<file path="src/design/sched_map.vh">
// register offsets, field layouts, reset values and timing counts of the measurement scheduler
// Contract
// - zero signal period runs cycles back to back, else at least period ms apart.
// - signal range codes -1 auto, 1 50mV, 2 500mV, 3 5V; reset auto.
// - zero offset period measures offsets every cycle, else period s apart; reset 30.
// - during offset measurement the input switches isolate the detectors.
// - offset range follows signal range when period zero and follow flag set.
// - zero frequency period measures every cycle, else period ms apart; reset 0.
// - CW frequency gate time in microseconds, reset 10000.
// - counter off reports substitute frequency; reset on.
// - CW voltage averaging count 1 to 4095, reset 16.
// - CW sample rate in samples per second, default and maximum 200000.
// - zero temperature period measures every cycle, else period s apart; reset 30.
// - temperature readings average a count of samples, reset 8.
// - request byte bits: ready 0, results timer 1, motors timer 2, alarm 3.
// - send only when request flags AND enable mask is nonzero.
// - enable mask resets to 255.
// - results-ready request raised after each successful measurement.
// - results timer raises bit 1 each interval ms, restarts on send; reset 0.
// - motors timer raises bit 2 each interval, default 100 ms, restarts on send.
// - swap alarm event raises bit 3 and sends an alarm message.
`ifndef SCHED_MAP_VH
`define SCHED_MAP_VH
`define A_SIG_PERIOD    4'h0
`define A_SIG_RANGE     4'h1
`define A_OFS_PERIOD    4'h2
`define A_OFS_RANGE     4'h3
`define A_FREQ_PERIOD   4'h4
`define A_GATE_TIME     4'h5
`define A_CTRL          4'h6
`define A_AVG_COUNT     4'h7
`define A_SAMPLE_RATE   4'h8
`define A_TEMP_PERIOD   4'h9
`define A_TEMP_AVG      4'ha
`define A_MASK          4'hb
`define A_RES_INTERVAL  4'hc
`define A_MOT_INTERVAL  4'hd
`define A_STATUS        4'he
`define A_FLAGS         4'hf
`define CTRL_FOLLOW_BIT 0
`define CTRL_CNT_ON_BIT 1
`define CTRL_CW_BIT     2
`define CTRL_RUN_BIT    3
`define RST_SIG_PERIOD  16'h0000
`define RST_SIG_RANGE   3'h7
`define RST_OFS_PERIOD  16'h001e
`define RST_OFS_RANGE   3'h2
`define RST_FREQ_PERIOD 16'h0000
`define RST_GATE_TIME   16'h2710
`define RST_CTRL        4'hb
`define RST_AVG_COUNT   12'h010
`define RST_SAMPLE_RATE 18'h30d40
`define MAX_SAMPLE_RATE 18'h30d40
`define RST_TEMP_PERIOD 16'h001e
`define RST_TEMP_AVG    8'h08
`define RST_MASK        8'hff
`define RST_RES_INT     16'h0000
`define RST_MOT_INT     16'h0064
`define RANGE_AUTO      3'h7
`define RANGE_50MV      3'h1
`define RANGE_500MV     3'h2
`define RANGE_5V        3'h3
`define BIT_READY       0
`define BIT_RES_TIME    1
`define BIT_MOT_TIME    2
`define BIT_ALARM       3
`define CLK_MHZ         100
`define MS_US           1000
`define S_MS            1000
`define S_DIV_LAST      10'h3e7
`define US_CYCLES       (`CLK_MHZ)
`define MS_CYCLES       (`CLK_MHZ * `MS_US)
`endif

</file>
<file path="src/design/period_gate.v">
// elapsed-time gate: ready once period units have passed since the last restart
`timescale 1ns/1ns
module period_gate
(
   input  wire        clock_i,
   input  wire        rst_i,
   input  wire        tick_i,
   input  wire        restart_i,
   input  wire [15:0] period_i,
   output reg         due_o
);
   // the first tick after a restart may come at once, so due waits for period+1 ticks
   // and the spacing is never short of the full period
   reg [16:0] count_r;

   always @(posedge clock_i)
   begin
      if (rst_i)
      begin
         count_r <= 17'h00000;
         due_o   <= 1'b1;
      end
      else if (restart_i)
      begin
         count_r <= 17'h00000;
         due_o   <= (period_i == 16'h0000);
      end
      else
      begin
         if (tick_i && !due_o)
            count_r <= count_r + 17'h00001;
         // saturates: once due it stays due until the next restart
         if (period_i == 16'h0000 || count_r > {1'b0, period_i})
            due_o <= 1'b1;
      end
   end
endmodule

</file>
<file path="src/design/measure_schedule_send_gate.v">
// measurement scheduler, configuration registers and send-request gate
`timescale 1ns/1ns
`include "sched_map.vh"
module measure_schedule_send_gate
#(
   parameter MS_CYCLES = `MS_CYCLES
)
(
   input  wire        clock_i,
   input  wire        rst_i,
   input  wire [3:0]  addr_i,
   input  wire [31:0] wdata_i,
   input  wire        wr_i,
   input  wire        rd_i,
   output reg  [31:0] rdata_o,
   input  wire        meas_ok_i,
   input  wire        swap_alarm_i,
   input  wire        loop_pass_i,
   output reg         cycle_start_o,
   output reg         do_offset_o,
   output reg         do_freq_o,
   output reg         do_temp_o,
   output reg         detector_isolate_o,
   output reg  [2:0]  signal_range_o,
   output reg  [2:0]  offset_range_o,
   output reg  [15:0] gate_time_o,
   output reg         substitute_freq_o,
   output reg  [11:0] avg_count_o,
   output reg  [17:0] sample_rate_o,
   output reg  [7:0]  temp_avg_o,
   output reg         send_o,
   output reg         send_full_o,
   output reg         send_last_o,
   output reg         send_motor_o,
   output reg         send_alarm_o
);
   // ************************************************************
   // configuration registers
   // ************************************************************
   reg [15:0] signal_meas_period_r;
   reg [2:0]  signal_adc_range_r;
   reg [15:0] offset_meas_period_r;
   reg [2:0]  offset_adc_range_r;
   reg [15:0] freq_meas_period_r;
   reg [15:0] cw_count_gate_time_r;
   reg [3:0]  ctrl_r;
   reg [11:0] avg_cnt_r;
   reg [17:0] sample_rate_r;
   reg [15:0] temp_meas_period_r;
   reg [7:0]  temp_avg_count_r;
   reg [7:0]  send_enable_mask_r;
   reg [15:0] results_send_interval_r;
   reg [15:0] motor_send_interval_r;
   reg [7:0]  send_request_flags_r;
   reg [16:0] ms_div_r;
   reg [9:0]  s_div_r;
   reg        ms_tick_r;
   reg        s_tick_r;
   reg        offset_phase_r;
   reg [7:0]  flags_nxt;
   reg [31:0] rdata_nxt;

   wire follow_w = ctrl_r[`CTRL_FOLLOW_BIT];
   wire cnt_on_w = ctrl_r[`CTRL_CNT_ON_BIT];
   wire cw_w     = ctrl_r[`CTRL_CW_BIT];
   wire run_w    = ctrl_r[`CTRL_RUN_BIT];
   wire sig_due_w;
   wire ofs_due_w;
   wire frq_due_w;
   wire tmp_due_w;
   wire res_due_w;
   wire mot_due_w;
   wire start_w = run_w && sig_due_w && !cycle_start_o && !offset_phase_r;
   wire [7:0] granted_w = send_request_flags_r & send_enable_mask_r;

   // legal range codes only; anything else keeps the old setting
   function range_ok;
      input [2:0] code;
      begin
         range_ok = (code == `RANGE_AUTO) || (code == `RANGE_50MV) ||
                    (code == `RANGE_500MV) || (code == `RANGE_5V);
      end
   endfunction

   function [2:0] range_enc;
      input [31:0] value;
      begin
         // -1 arrives as all ones; keep the low three bits
         range_enc = value[2:0];
      end
   endfunction

   function [31:0] range_dec;
      input [2:0] code;
      begin
         range_dec = (code == `RANGE_AUTO) ? 32'hffffffff : {29'h0, code};
      end
   endfunction

   always @(posedge clock_i)
   begin
      if (rst_i)
      begin
         signal_meas_period_r    <= `RST_SIG_PERIOD;
         signal_adc_range_r      <= `RST_SIG_RANGE;
         offset_meas_period_r    <= `RST_OFS_PERIOD;
         offset_adc_range_r      <= `RST_OFS_RANGE;
         freq_meas_period_r      <= `RST_FREQ_PERIOD;
         cw_count_gate_time_r    <= `RST_GATE_TIME;
         ctrl_r                  <= `RST_CTRL;
         avg_cnt_r               <= `RST_AVG_COUNT;
         sample_rate_r           <= `RST_SAMPLE_RATE;
         temp_meas_period_r      <= `RST_TEMP_PERIOD;
         temp_avg_count_r        <= `RST_TEMP_AVG;
         send_enable_mask_r      <= `RST_MASK;
         results_send_interval_r <= `RST_RES_INT;
         motor_send_interval_r   <= `RST_MOT_INT;
      end
      else if (wr_i)
      begin
         case (addr_i)
            `A_SIG_PERIOD:   signal_meas_period_r <= wdata_i[15:0];
            `A_SIG_RANGE:
               if (range_ok(range_enc(wdata_i)))
                  signal_adc_range_r <= range_enc(wdata_i);
            `A_OFS_PERIOD:   offset_meas_period_r <= wdata_i[15:0];
            `A_OFS_RANGE:
               if (range_ok(range_enc(wdata_i)))
                  offset_adc_range_r <= range_enc(wdata_i);
            `A_FREQ_PERIOD:  freq_meas_period_r <= wdata_i[15:0];
            `A_GATE_TIME:    cw_count_gate_time_r <= wdata_i[15:0];
            `A_CTRL:         ctrl_r <= wdata_i[3:0];
            `A_AVG_COUNT:
               if (wdata_i[11:0] != 12'h000)
                  avg_cnt_r <= wdata_i[11:0];
            `A_SAMPLE_RATE:
               if (wdata_i[17:0] != 18'h00000 && wdata_i[17:0] <= `MAX_SAMPLE_RATE && wdata_i[31:18] == 14'h0)
                  sample_rate_r <= wdata_i[17:0];
            `A_TEMP_PERIOD:  temp_meas_period_r <= wdata_i[15:0];
            `A_TEMP_AVG:
               if (wdata_i[7:0] != 8'h00)
                  temp_avg_count_r <= wdata_i[7:0];
            `A_MASK:         send_enable_mask_r <= wdata_i[7:0];
            `A_RES_INTERVAL: results_send_interval_r <= wdata_i[15:0];
            `A_MOT_INTERVAL: motor_send_interval_r <= wdata_i[15:0];
            default:         ;
         endcase
      end
   end

   // ************************************************************
   // register read port
   // ************************************************************
   always @*
   begin
      rdata_nxt = 32'h00000000;
      case (addr_i)
         `A_SIG_PERIOD:   rdata_nxt = {16'h0, signal_meas_period_r};
         `A_SIG_RANGE:    rdata_nxt = range_dec(signal_adc_range_r);
         `A_OFS_PERIOD:   rdata_nxt = {16'h0, offset_meas_period_r};
         `A_OFS_RANGE:    rdata_nxt = range_dec(offset_adc_range_r);
         `A_FREQ_PERIOD:  rdata_nxt = {16'h0, freq_meas_period_r};
         `A_GATE_TIME:    rdata_nxt = {16'h0, cw_count_gate_time_r};
         `A_CTRL:         rdata_nxt = {28'h0, ctrl_r};
         `A_AVG_COUNT:    rdata_nxt = {20'h0, avg_cnt_r};
         `A_SAMPLE_RATE:  rdata_nxt = {14'h0, sample_rate_r};
         `A_TEMP_PERIOD:  rdata_nxt = {16'h0, temp_meas_period_r};
         `A_TEMP_AVG:     rdata_nxt = {24'h0, temp_avg_count_r};
         `A_MASK:         rdata_nxt = {24'h0, send_enable_mask_r};
         `A_RES_INTERVAL: rdata_nxt = {16'h0, results_send_interval_r};
         `A_MOT_INTERVAL: rdata_nxt = {16'h0, motor_send_interval_r};
         `A_STATUS:       rdata_nxt = {26'h0, offset_phase_r, do_temp_o, do_freq_o, do_offset_o,
                                       sig_due_w, run_w};
         `A_FLAGS:        rdata_nxt = {24'h0, send_request_flags_r};
         default:         rdata_nxt = 32'h00000000;
      endcase
   end

   always @(posedge clock_i)
   begin
      if (rst_i)
         rdata_o <= 32'h00000000;
      else if (rd_i)
         rdata_o <= rdata_nxt;
      else
         rdata_o <= 32'h00000000;
   end

   // ************************************************************
   // millisecond and second ticks
   // ************************************************************
   always @(posedge clock_i)
   begin
      if (rst_i)
      begin
         ms_div_r  <= 17'h00000;
         s_div_r   <= 10'h000;
         ms_tick_r <= 1'b0;
         s_tick_r  <= 1'b0;
      end
      else
      begin
         ms_tick_r <= 1'b0;
         s_tick_r  <= 1'b0;
         if (ms_div_r == MS_CYCLES[16:0] - 17'h00001)
         begin
            ms_div_r  <= 17'h00000;
            ms_tick_r <= 1'b1;
            if (s_div_r == `S_DIV_LAST)
            begin
               s_div_r  <= 10'h000;
               s_tick_r <= 1'b1;
            end
            else
               s_div_r <= s_div_r + 10'h001;
         end
         else
            ms_div_r <= ms_div_r + 17'h00001;
      end
   end

   // ************************************************************
   // period timers
   // ************************************************************
   period_gate u_sig (.clock_i(clock_i), .rst_i(rst_i), .tick_i(ms_tick_r), .restart_i(start_w),
                      .period_i(signal_meas_period_r), .due_o(sig_due_w));
   period_gate u_ofs (.clock_i(clock_i), .rst_i(rst_i), .tick_i(s_tick_r), .restart_i(start_w && ofs_due_w),
                      .period_i(offset_meas_period_r), .due_o(ofs_due_w));
   period_gate u_frq (.clock_i(clock_i), .rst_i(rst_i), .tick_i(ms_tick_r), .restart_i(start_w && frq_due_w),
                      .period_i(freq_meas_period_r), .due_o(frq_due_w));
   period_gate u_tmp (.clock_i(clock_i), .rst_i(rst_i), .tick_i(s_tick_r), .restart_i(start_w && tmp_due_w),
                      .period_i(temp_meas_period_r), .due_o(tmp_due_w));
   period_gate u_res (.clock_i(clock_i), .rst_i(rst_i), .tick_i(ms_tick_r),
                      .restart_i(loop_pass_i && granted_w[`BIT_RES_TIME]),
                      .period_i(results_send_interval_r), .due_o(res_due_w));
   period_gate u_mot (.clock_i(clock_i), .rst_i(rst_i), .tick_i(ms_tick_r),
                      .restart_i(loop_pass_i && granted_w[`BIT_MOT_TIME]),
                      .period_i(motor_send_interval_r), .due_o(mot_due_w));

   // ************************************************************
   // cycle scheduling
   // ************************************************************
   always @(posedge clock_i)
   begin
      if (rst_i)
      begin
         cycle_start_o      <= 1'b0;
         do_offset_o        <= 1'b0;
         do_freq_o          <= 1'b0;
         do_temp_o          <= 1'b0;
         detector_isolate_o <= 1'b0;
         offset_phase_r     <= 1'b0;
      end
      else
      begin
         cycle_start_o <= start_w;
         // after an offset cycle the next cycle waits until its result is back
         if (meas_ok_i)
            offset_phase_r <= 1'b0;
         // a stale result in the start cycle must not cancel the new offset phase
         if (start_w)
         begin
            do_offset_o    <= ofs_due_w;
            do_freq_o      <= frq_due_w;
            do_temp_o      <= tmp_due_w;
            offset_phase_r <= ofs_due_w;
         end
         detector_isolate_o <= (start_w && ofs_due_w) || (offset_phase_r && !meas_ok_i);
      end
   end

   always @(posedge clock_i)
   begin
      if (rst_i)
      begin
         signal_range_o    <= `RST_SIG_RANGE;
         offset_range_o    <= `RST_OFS_RANGE;
         gate_time_o       <= `RST_GATE_TIME;
         substitute_freq_o <= 1'b0;
         avg_count_o       <= `RST_AVG_COUNT;
         sample_rate_o     <= `RST_SAMPLE_RATE;
         temp_avg_o        <= `RST_TEMP_AVG;
      end
      else
      begin
         signal_range_o    <= signal_adc_range_r;
         offset_range_o    <= (offset_meas_period_r == 16'h0000 && follow_w)
                              ? signal_adc_range_r : offset_adc_range_r;
         gate_time_o       <= cw_w ? cw_count_gate_time_r : 16'h0000;
         substitute_freq_o <= !cnt_on_w;
         avg_count_o       <= cw_w ? avg_cnt_r : 12'h001;
         sample_rate_o     <= cw_w ? sample_rate_r : 18'h00000;
         temp_avg_o        <= temp_avg_count_r;
      end
   end

   // ************************************************************
   // request flags and send gate
   // ************************************************************
   always @*
   begin
      flags_nxt = send_request_flags_r;
      if (loop_pass_i)
         flags_nxt = 8'h00;
      // a new request in the evaluation cycle survives to the next pass
      if (meas_ok_i)
         flags_nxt[`BIT_READY] = 1'b1;
      if (res_due_w && !send_request_flags_r[`BIT_RES_TIME])
         flags_nxt[`BIT_RES_TIME] = 1'b1;
      if (mot_due_w && !send_request_flags_r[`BIT_MOT_TIME])
         flags_nxt[`BIT_MOT_TIME] = 1'b1;
      if (swap_alarm_i)
         flags_nxt[`BIT_ALARM] = 1'b1;
   end

   always @(posedge clock_i)
   begin
      if (rst_i)
      begin
         send_request_flags_r <= 8'h00;
         send_o               <= 1'b0;
         send_full_o          <= 1'b0;
         send_last_o          <= 1'b0;
         send_motor_o         <= 1'b0;
         send_alarm_o         <= 1'b0;
      end
      else
      begin
         send_request_flags_r <= flags_nxt;
         send_o       <= loop_pass_i && (granted_w != 8'h00);
         send_full_o  <= loop_pass_i && granted_w[`BIT_READY];
         send_last_o  <= loop_pass_i && granted_w[`BIT_RES_TIME];
         send_motor_o <= loop_pass_i && granted_w[`BIT_MOT_TIME];
         send_alarm_o <= loop_pass_i && granted_w[`BIT_ALARM];
      end
   end
endmodule

</file>
<file path="config.mk">
export PLATFORM = sky130hd
export DESIGN_NAME = measure_schedule_send_gate
export DESIGN_NICKNAME = d
export VERILOG_FILES = /design/src/design/period_gate.v /design/src/design/measure_schedule_send_gate.v
export VERILOG_INCLUDE_DIRS = /design/src /design/src/design
export SDC_FILE = /design/constraint.sdc
export NUM_CORES = 1
export LEC_CHECK = 0
export ABC_AREA = 1
export ABC_CLOCK_PERIOD_IN_PS = 2000
export BUFFER_PORTS_ARGS = -buffer_cell sky130_fd_sc_hd__buf_4
export CORE_MARGIN = 5
export CORE_UTILIZATION = 47
export DETAILED_ROUTE_END_ITERATION = 16
export SETUP_SLACK_MARGIN = 0.5
export SKIP_CTS_REPAIR_TIMING = 1
export SYNTH_ARGS = -nofsm -noshare
export SYNTH_HDL_FRONTEND = slang
export SYNTH_SLANG_ARGS = --single-unit
</file>
<file path="constraint.sdc">
create_clock -name clock_i -period 2 [get_ports clock_i]
set_input_delay 0.3 -clock clock_i [delete_from_list [all_inputs] [get_ports clock_i]]
set_output_delay 0.3 -clock clock_i [all_outputs]
set_load 0.05 [all_outputs]
</file>
==> out/metrics.yaml, run 1 <==
outcome:
  status: "finished clean"
yosys:
  synth_xor_area_share_pct: 1.106
  synth_area_um2: 19010
  synth-compound-area-share_pct: 16.94
  synth.area.mux_share_pct: 0
  ys_warn_count: 0
  synthesis.nets: 2763
  ys.flop_type: "dfxtp_1"
  yosysTopAreaCell: "dfxtp_1"
  syn_inst: 2616
  yosysMostFrequentCell: "nand2_1"
  synth_area_leaders: "dfxtp_1 (42%), nand2_1 (8.9%), inv_1 (7.5%)"
  synth_edf_count: 0
  synthAdderAreaFrac_pct: 6.847
  yosys.area.top_type_share_pct: 42.13
  syn_avg_cell_area_um2: 7.265
  yosysSeqAreaShare_pct: 42.13
  synth_top_family_by_area: "simple AND/OR/NAND/NOR gates"
  synth_cell_types: 47
  async_flop_share_pct: 0
  yosys.area_share.simple_pct: 23.08
  synth_common_cells: "nand2_1 (449), dfxtp_1 (400), inv_1 (382)"
  synth-seq-cells: 400
die:
  die_w_um: 211.1
  die_y_um: 211.1
  initial_core_util_pct: 47.62
  core_um2: 39910
  row_count: 73
  io-pin-count: 146
  dieArea_um2: 44560
min_path:
  hp-start: "meas_ok_i"
  min_path_type: "in2reg"
  whs_path_depth: 3
  min_to: "send_request_flags_r[0]$_SDFFE_PP0P_"
critical_path:
  path_cells: "inv_1 -> nor2_1 -> nand3_1 -> nand2_1 -> nor4_1 -> a21oi_1"
  path_max_fanout: 4
  worstPathRequired_ps: 2390
  crit_arrival_ps: 2120
  worstSetupStartpoint: "signal_adc_range_r[2]$_SDFFE_PP1P_"
  slowest_stage: "nor4_1"
  slowest_delay_ps: 540
  r2r_setup_slack_ps: 270
  r2r_start: "signal_adc_range_r[2]$_SDFFE_PP1P_"
  worstReg2RegEnd: "rdata_o[4]$_SDFF_PP0_"
  cp-start-kind: "flop"
  ff2ff_path_depth: 6
  endpoint_kind: "flop"
  critical_path_class: "reg2reg"
power:
  p_leak_nw: 10.61
  peakVddDrop_v: 0.0005889
  power.density_nw_per_um2: 735.7
  fin_total_pwr_mw: 18.54
drt:
  wl_per_cell_um: 20.22
  drtPass1Iterations: 5
  drc: 0
  postRouteAntennaNets: 0
  drt_iter0_drc: 1594
  wl_mm: 69.55
  vias: 18890
  via_per_inst: 5.492
place:
  place_hpwl_mm: 50.89
  port_buffers: 145
  placed_area_um2: 21280
  dp_cells: 3302
  gp_congestion: 1.031
clock_network:
  cts_tree: "yes"
  ctsLongestPathBuffers: 3
  root_buffer: "clkbuf_16"
  cts-buffers-inserted: 44
  clkSlewWorstSetupHoldPaths_ps: 60
  clk_latency_ps: 570
  clock_sinks: 400
  htreeDepth: 2
timing:
  period_share_pct: 86.69
  clock_skew_ps: 13.16
  final_hold_viol_count: 0
  fin_crit_ps: 1734
  maxSlewHeadroom_pct: 57.89
  tightest_slew_ps: 625.8
  fmax_mhz: 576.8
  slew_violations: 0
  setup_violations: 0
  rsz0062_at_grt: "yes"
layout:
  fill_cells: 3504
  nets: 3029
  final_cell_area_um2: 25200
  instances_no_fill: 3440
  drive_gt1_share_pct: 27.26
  area.growth.synth_to_final_pct: 32.57
grt:
  grt_max_degree: 46
  overflow: 0
  grt_first_pass_wirelength_mm: 100.4
  grt_pass1_vias: 17250
  antenna_found_initial: 4
  grt_use_total_pct: 28.87
flow_run:
  maxCapViolCount: 0
[worst max-delay path by stage]
stage / end / slack (ps) / cells after the start
2_1_floorplan: u_sig.count_r[14]$_SDFFE_PP0P_ / 480 / 8
3_3_place_gp: rdata_o[7]$_SDFF_PP0_ / -30 / 10
3_5_place_dp: rdata_o[7]$_SDFF_PP0_ / -60 / 10
4_1_cts: u_tmp.count_r[8]$_SDFFE_PP0P_ / 80 / 9
6_report: rdata_o[4]$_SDFF_PP0_ / 270 / 6
5_1_grt: u_ofs.count_r[14]$_SDFFE_PP0P_ / 230 / 8
[cells by family (layout without fill, tap and decap cells)]
logic type | Yosys count | count (layout)
compound gates | 596 | 596
xor+xnor | 24 | 24
fa+ha+maj | 104 | 104
buf+inv | 479 | 776
flops | 400 | 400
other cells | 0 | 2
simple gates | 1013 | 1013
[state kept, by name, indices dropped and copies added (netlist names), 10 cells and up]
register                 cells
avg_cnt_r                   12
avg_count_o                 12
cw_count_gate_time_r        16
freq_meas_period_r          16
gate_time_o                 16
motor_send_interval_r       16
ms_div_r                    17
offset_meas_period_r        16
rdata_o                     19
results_send_interval_r     16
s_div_r                     10
sample_rate_o               18
sample_rate_r               18
signal_meas_period_r        16
temp_meas_period_r          16
u_frq.count_r               17
u_mot.count_r               17
u_ofs.count_r               17
u_res.count_r               17
u_sig.count_r               17
u_tmp.count_r               17
[per-stage QoR]
stage	setup TNS [ps]	utilization [%]	setup WS (ps)	hold slack [ps]
finish	0	63.12	266.2	59.10
global route	0	63.12	233.2	43.18
CTS	0	56.86	79.60	-60.74
detailed placement	-57.94	53.31	-57.94	438.9
global placement	-34.18	53.31	-34.18	429.5
floorplan	0	-	475.3	392.5
[placed cells by master (no fill, tap or decap), types with 15 or more instances in the layout]
| master | Yosys | layout |
|---|---|---|
| a21oi_1 | 266 | 247 |
| a21oi_2 | 0 | 19 |
| buf_12 | 0 | 18 |
| buf_4 | 15 | 276 |
| clkbuf_16 | 0 | 46 |
| clkinv_2 | 0 | 15 |
| dfxtp_1 | 400 | 310 |
| dfxtp_2 | 0 | 69 |
| dfxtp_4 | 0 | 21 |
| ha_1 | 104 | 52 |
| ha_4 | 0 | 51 |
| inv_1 | 382 | 319 |
| inv_2 | 5 | 52 |
| nand2_1 | 449 | 401 |
| nand2_2 | 1 | 35 |
| nand3_1 | 100 | 75 |
| nand3_2 | 0 | 16 |
| nand4_1 | 49 | 49 |
| nor2_1 | 280 | 232 |
| nor2_2 | 9 | 23 |
| nor2_4 | 3 | 37 |
| nor3_1 | 57 | 41 |
| nor3_4 | 1 | 19 |
| nor4_1 | 24 | 21 |
| o211ai_1 | 27 | 27 |
| o21ai_0 | 213 | 201 |
| o22ai_1 | 57 | 57 |
[cell type report]
class / instances / area, um^2 / share of cell area [%]
sequential: 400 / 8173 / 32.44
clock buffer: 58 / 1265 / 5.021
inverter: 388 / 1508 / 5.984
timing repair buffer: 311 / 2644 / 10.49
antenna: 2 / 5.005 / 0.01986
multi-input combinational: 1737 / 10790 / 42.83
tap: 525 / 656.9 / 2.607
clock inverter: 19 / 152.6 / 0.6058
[report_power, final]
| group | switching [mW] | internal [mW] |
|---|---|---|
| Combinational | 1.50 | 0.713 |
| Sequential | 0.124 | 8.12 |
| Clock | 3.38 | 4.69 |
[metal layers]
metal	GRT usage [%]	vias to the layer above	share of wire, %
li1	-	9169	-
met1	40.13	8922	43
met2	47.28	673	47
met3	4.352	128	6.8
met4	7.445	2	2.7
met5	0	-	0.026
[critical path: cells and delay by family, from the launching register on]
kind / cells / cell delay [ps]
simple gates: 4 / 910
flops: 1 / 320
compound gates: 1 / 220
buf+inv: 1 / 120
Power figures use the tool's default switching activity.
==> inputs of run 2 (changes only) <==
CORE_UTILIZATION = 42   (was 47)
==> out/metrics.yaml, run 2 (synthesis results as in run 1) <==
clock_network:
  clock_sinks: 400  # unchanged
  clkSlewWorstSetupHoldPaths_ps: 60  # about the same
  root_buffer: "clkbuf_16"  # unchanged
  cts-buffers-inserted: 45  # was 44
  htreeDepth: 2  # unchanged
  ctsLongestPathBuffers: 3  # unchanged
  cts_tree: "yes"  # unchanged
  clk_latency_ps: 590  # was 570 ps
critical_path:
  worstReg2RegEnd: "u_frq.count_r[14]$_SDFFE_PP0P_"  # was rdata_o[4]$_SDFF_PP0_
  endpoint_kind: "flop"  # unchanged
  path_cells: "buf_12 -> nand2_4 -> nor3_4 -> nand3_4 -> nor3_4 -> nand2_1 -> or2_4 -> a21oi_2"  # was inv_1 -> nor2_1 -> nand3_1 -> nand2_1 -> nor4_1 -> a21oi_1
  cp-start-kind: "flop"  # unchanged
  critical_path_class: "reg2reg"  # unchanged
  slowest_delay_ps: 340  # was 540 ps
  r2r_start: "ms_tick_r$_SDFF_PP0_"  # was signal_adc_range_r[2]$_SDFFE_PP1P_
  crit_arrival_ps: 2180  # was 2120 ps
  cp_common_cell: "nor3_4"
  worstPathRequired_ps: 2490  # was 2390 ps
  slowest_stage: "dfxtp_2"  # was nor4_1
  path_max_fanout: 4  # unchanged
  r2r_setup_slack_ps: 310  # was 270 ps
  ff2ff_path_depth: 8  # was 6
layout:
  fill_cells: 4073  # was 3,504
  antenna_cells: 0  # was 2
  top_register: "rdata_o"  # unchanged
  seq_area_um2: 8214  # was 8173 um^2
  nets: 3027  # was 3,029
  reg.largest.list: "rdata_o (19), sample_rate_o (18), sample_rate_r (18)"  # unchanged
  drive_gt1_share_pct: 30.25  # was 27.26%
  layout_commonest_cell: "nand2_1"  # unchanged
  layout_common_cells: "nand2_1 (400), inv_1 (293), dfxtp_1 (281)"  # was nand2_1 (401), inv_1 (319), dfxtp_1 (310)
  instances_no_fill: 3516  # was 3,440
  largest_register_ffs: 19  # unchanged
  final_cell_area_um2: 25640  # was 25,200 um^2
  area.growth.synth_to_final_pct: 34.89  # was 32.57%
  multiInputGateArea_um2: 10970  # was 10,790 um^2
die:
  die_w_um: 222.7  # was 211.1 um
  initial_core_util_pct: 42.15  # was 47.62%
  dieArea_um2: 49610  # was 44,560 um^2
  die_y_um: 222.7  # was 211.1 um
  row_count: 78  # was 73
  core_um2: 45090  # was 39,910 um^2
  io-pin-count: 146  # unchanged
timing:
  fmax_mhz: 593.0  # was 576.8 MHz
  final_hold_viol_count: 0  # unchanged
  fin_crit_ps: 1686  # was 1734 ps
  tightest_slew_ps: 667.5  # was 625.8 ps
  setup_violations: 0  # unchanged
  period_share_pct: 84.31  # was 86.69%
  rsz0062_at_grt: "yes"  # unchanged
  clock_skew_ps: 33.14  # was 13.16 ps
  slew_violations: 0  # unchanged
  setup_tns_ps: 0  # unchanged
  setup_ws_ps: 313.7  # was 266.2 ps
  maxSlewHeadroom_pct: 55.39  # was 57.89%
power:
  p_int_mw: 14.18  # was 13.53 mW
  peakVddDrop_v: 0.0007703  # was 0.0005889 V
  power.density_nw_per_um2: 757.2  # was 735.7 nW/um^2
  seqPwrFrac_pct: 42.5  # was 44.5%
  fin_total_pwr_mw: 19.41  # was 18.54 mW
  p_comb_share_pct: 12.2  # was 11.9%
  p_clk_share_pct: 45.3  # was 43.6%
  p_leak_nw: 10.60  # was 10.61 nW
  p_sw_mw: 5.229  # was 5.009 mW
  switching_share_pct: 26.94  # was 27.02%
place:
  dp_cells: 3369  # was 3,302
  place_ws_ps: -182.6  # was -57.94 ps
  placed_area_um2: 21330  # was 21,280 um^2
  gp_congestion: 1.030  # was 1.031
  place_hpwl_mm: 51.45  # was 50.89 mm
  port_buffers: 145  # unchanged
drt:
  wl_mm: 70.80  # was 69.55 mm
  drtPass1Iterations: 5  # unchanged
  drc: 0  # unchanged
  drt_iter0_drc: 1537  # was 1,594
  postRouteAntennaNets: 0  # unchanged
  wl_per_cell_um: 20.14  # was 20.22 um
  vias: 18930  # was 18,890
  via_per_inst: 5.383  # was 5.492
min_path:
  min_to: "rdata_o[30]$_SDFF_PP0_"  # was send_request_flags_r[0]$_SDFFE_PP0P_
  hp-start: "rd_i"  # was meas_ok_i
  whs_path_depth: 3  # unchanged
  min_path_type: "in2reg"  # unchanged
outcome:
  status: "finished clean"  # unchanged
grt:
  grt_first_pass_wirelength_mm: 101.7  # was 100.4 mm
  antenna_found_initial: 1  # was 4
  grt_use_total_pct: 26.18  # was 28.87%
  grt_pass1_vias: 17440  # was 17,250
  overflow: 0  # unchanged
  grt_max_degree: 91  # was 46
flow_run:
  maxCapViolCount: 0  # unchanged
[run 2: cell count changes in the layout (fill, tap and decap cells not counted), sizes merged]
cell         before  now
diode             2    0
inv             385  387
bufinv            2    6
dlygate4sd3       4    5
clkinvlp          3    5
buf             306  301
clkinv           17   16
[run 2: routing by layer]
metal | wire length [um] | track usage, %
met3 | 4458 | 4.188
met5 | 0 | 0
met1 | 30310 | 35.17
met2 | 32880 | 42.24
met4 | 3149 | 10.51
[run 2: worst max-delay path by stage]
stage                                   from                             end  cells after the start
6_report                ms_tick_r$_SDFF_PP0_  u_frq.count_r[14]$_SDFFE_PP0P_                      8
5_1_grt                 ms_tick_r$_SDFF_PP0_  u_frq.count_r[14]$_SDFFE_PP0P_                      8
4_1_cts                  s_tick_r$_SDFF_PP0_  u_ofs.count_r[15]$_SDFFE_PP0P_                      9
3_5_place_dp                       addr_i[3]           rdata_o[1]$_SDFF_PP0_                      7
3_3_place_gp                       addr_i[3]           rdata_o[1]$_SDFF_PP0_                      7
2_1_floorplan  u_sig.count_r[1]$_SDFFE_PP0P_  u_sig.count_r[14]$_SDFFE_PP0P_                      8
[run 2: worst max-delay path, delay by kind of cell, from the launching register on]
kind	cells	cell delay (ps)
AND/OR/NAND/NOR	6	990
AO/OA/AOI/OAI	1	120
buffers and inverters	1	130
flip-flops	1	340
[run 2: power by group through the flow]
stage                     Clock, mW  Combinational [mW]  Sequential (mW)
final                          8.79                2.37             8.25
after global routing           9.27                2.52             8.26
after CTS                      8.92                1.97             8.25
after detailed placement          0                1.96             8.43
after global placement            0                1.94             8.43
after floorplan                   0               0.853             8.63
[run 2: through the flow]
stage	util, %	hold WS [ps]
6_report	56.86	39.24
4_1_cts	50.79	-80.18
5_1_grt	56.86	53.04
2_1_floorplan	-	392.5
3_3_place_gp	47.30	429.9
3_5_place_dp	47.30	448.5
[run 2: layout make-up]
class,count,area share [%]
multi-input cells,1737,42.78
flip-flops and latches,400,32.04
repair buffers,308,10.20
inverters,388,5.910
clock buffers,57,4.885
well taps,600,2.928
clock inverters,26,1.259
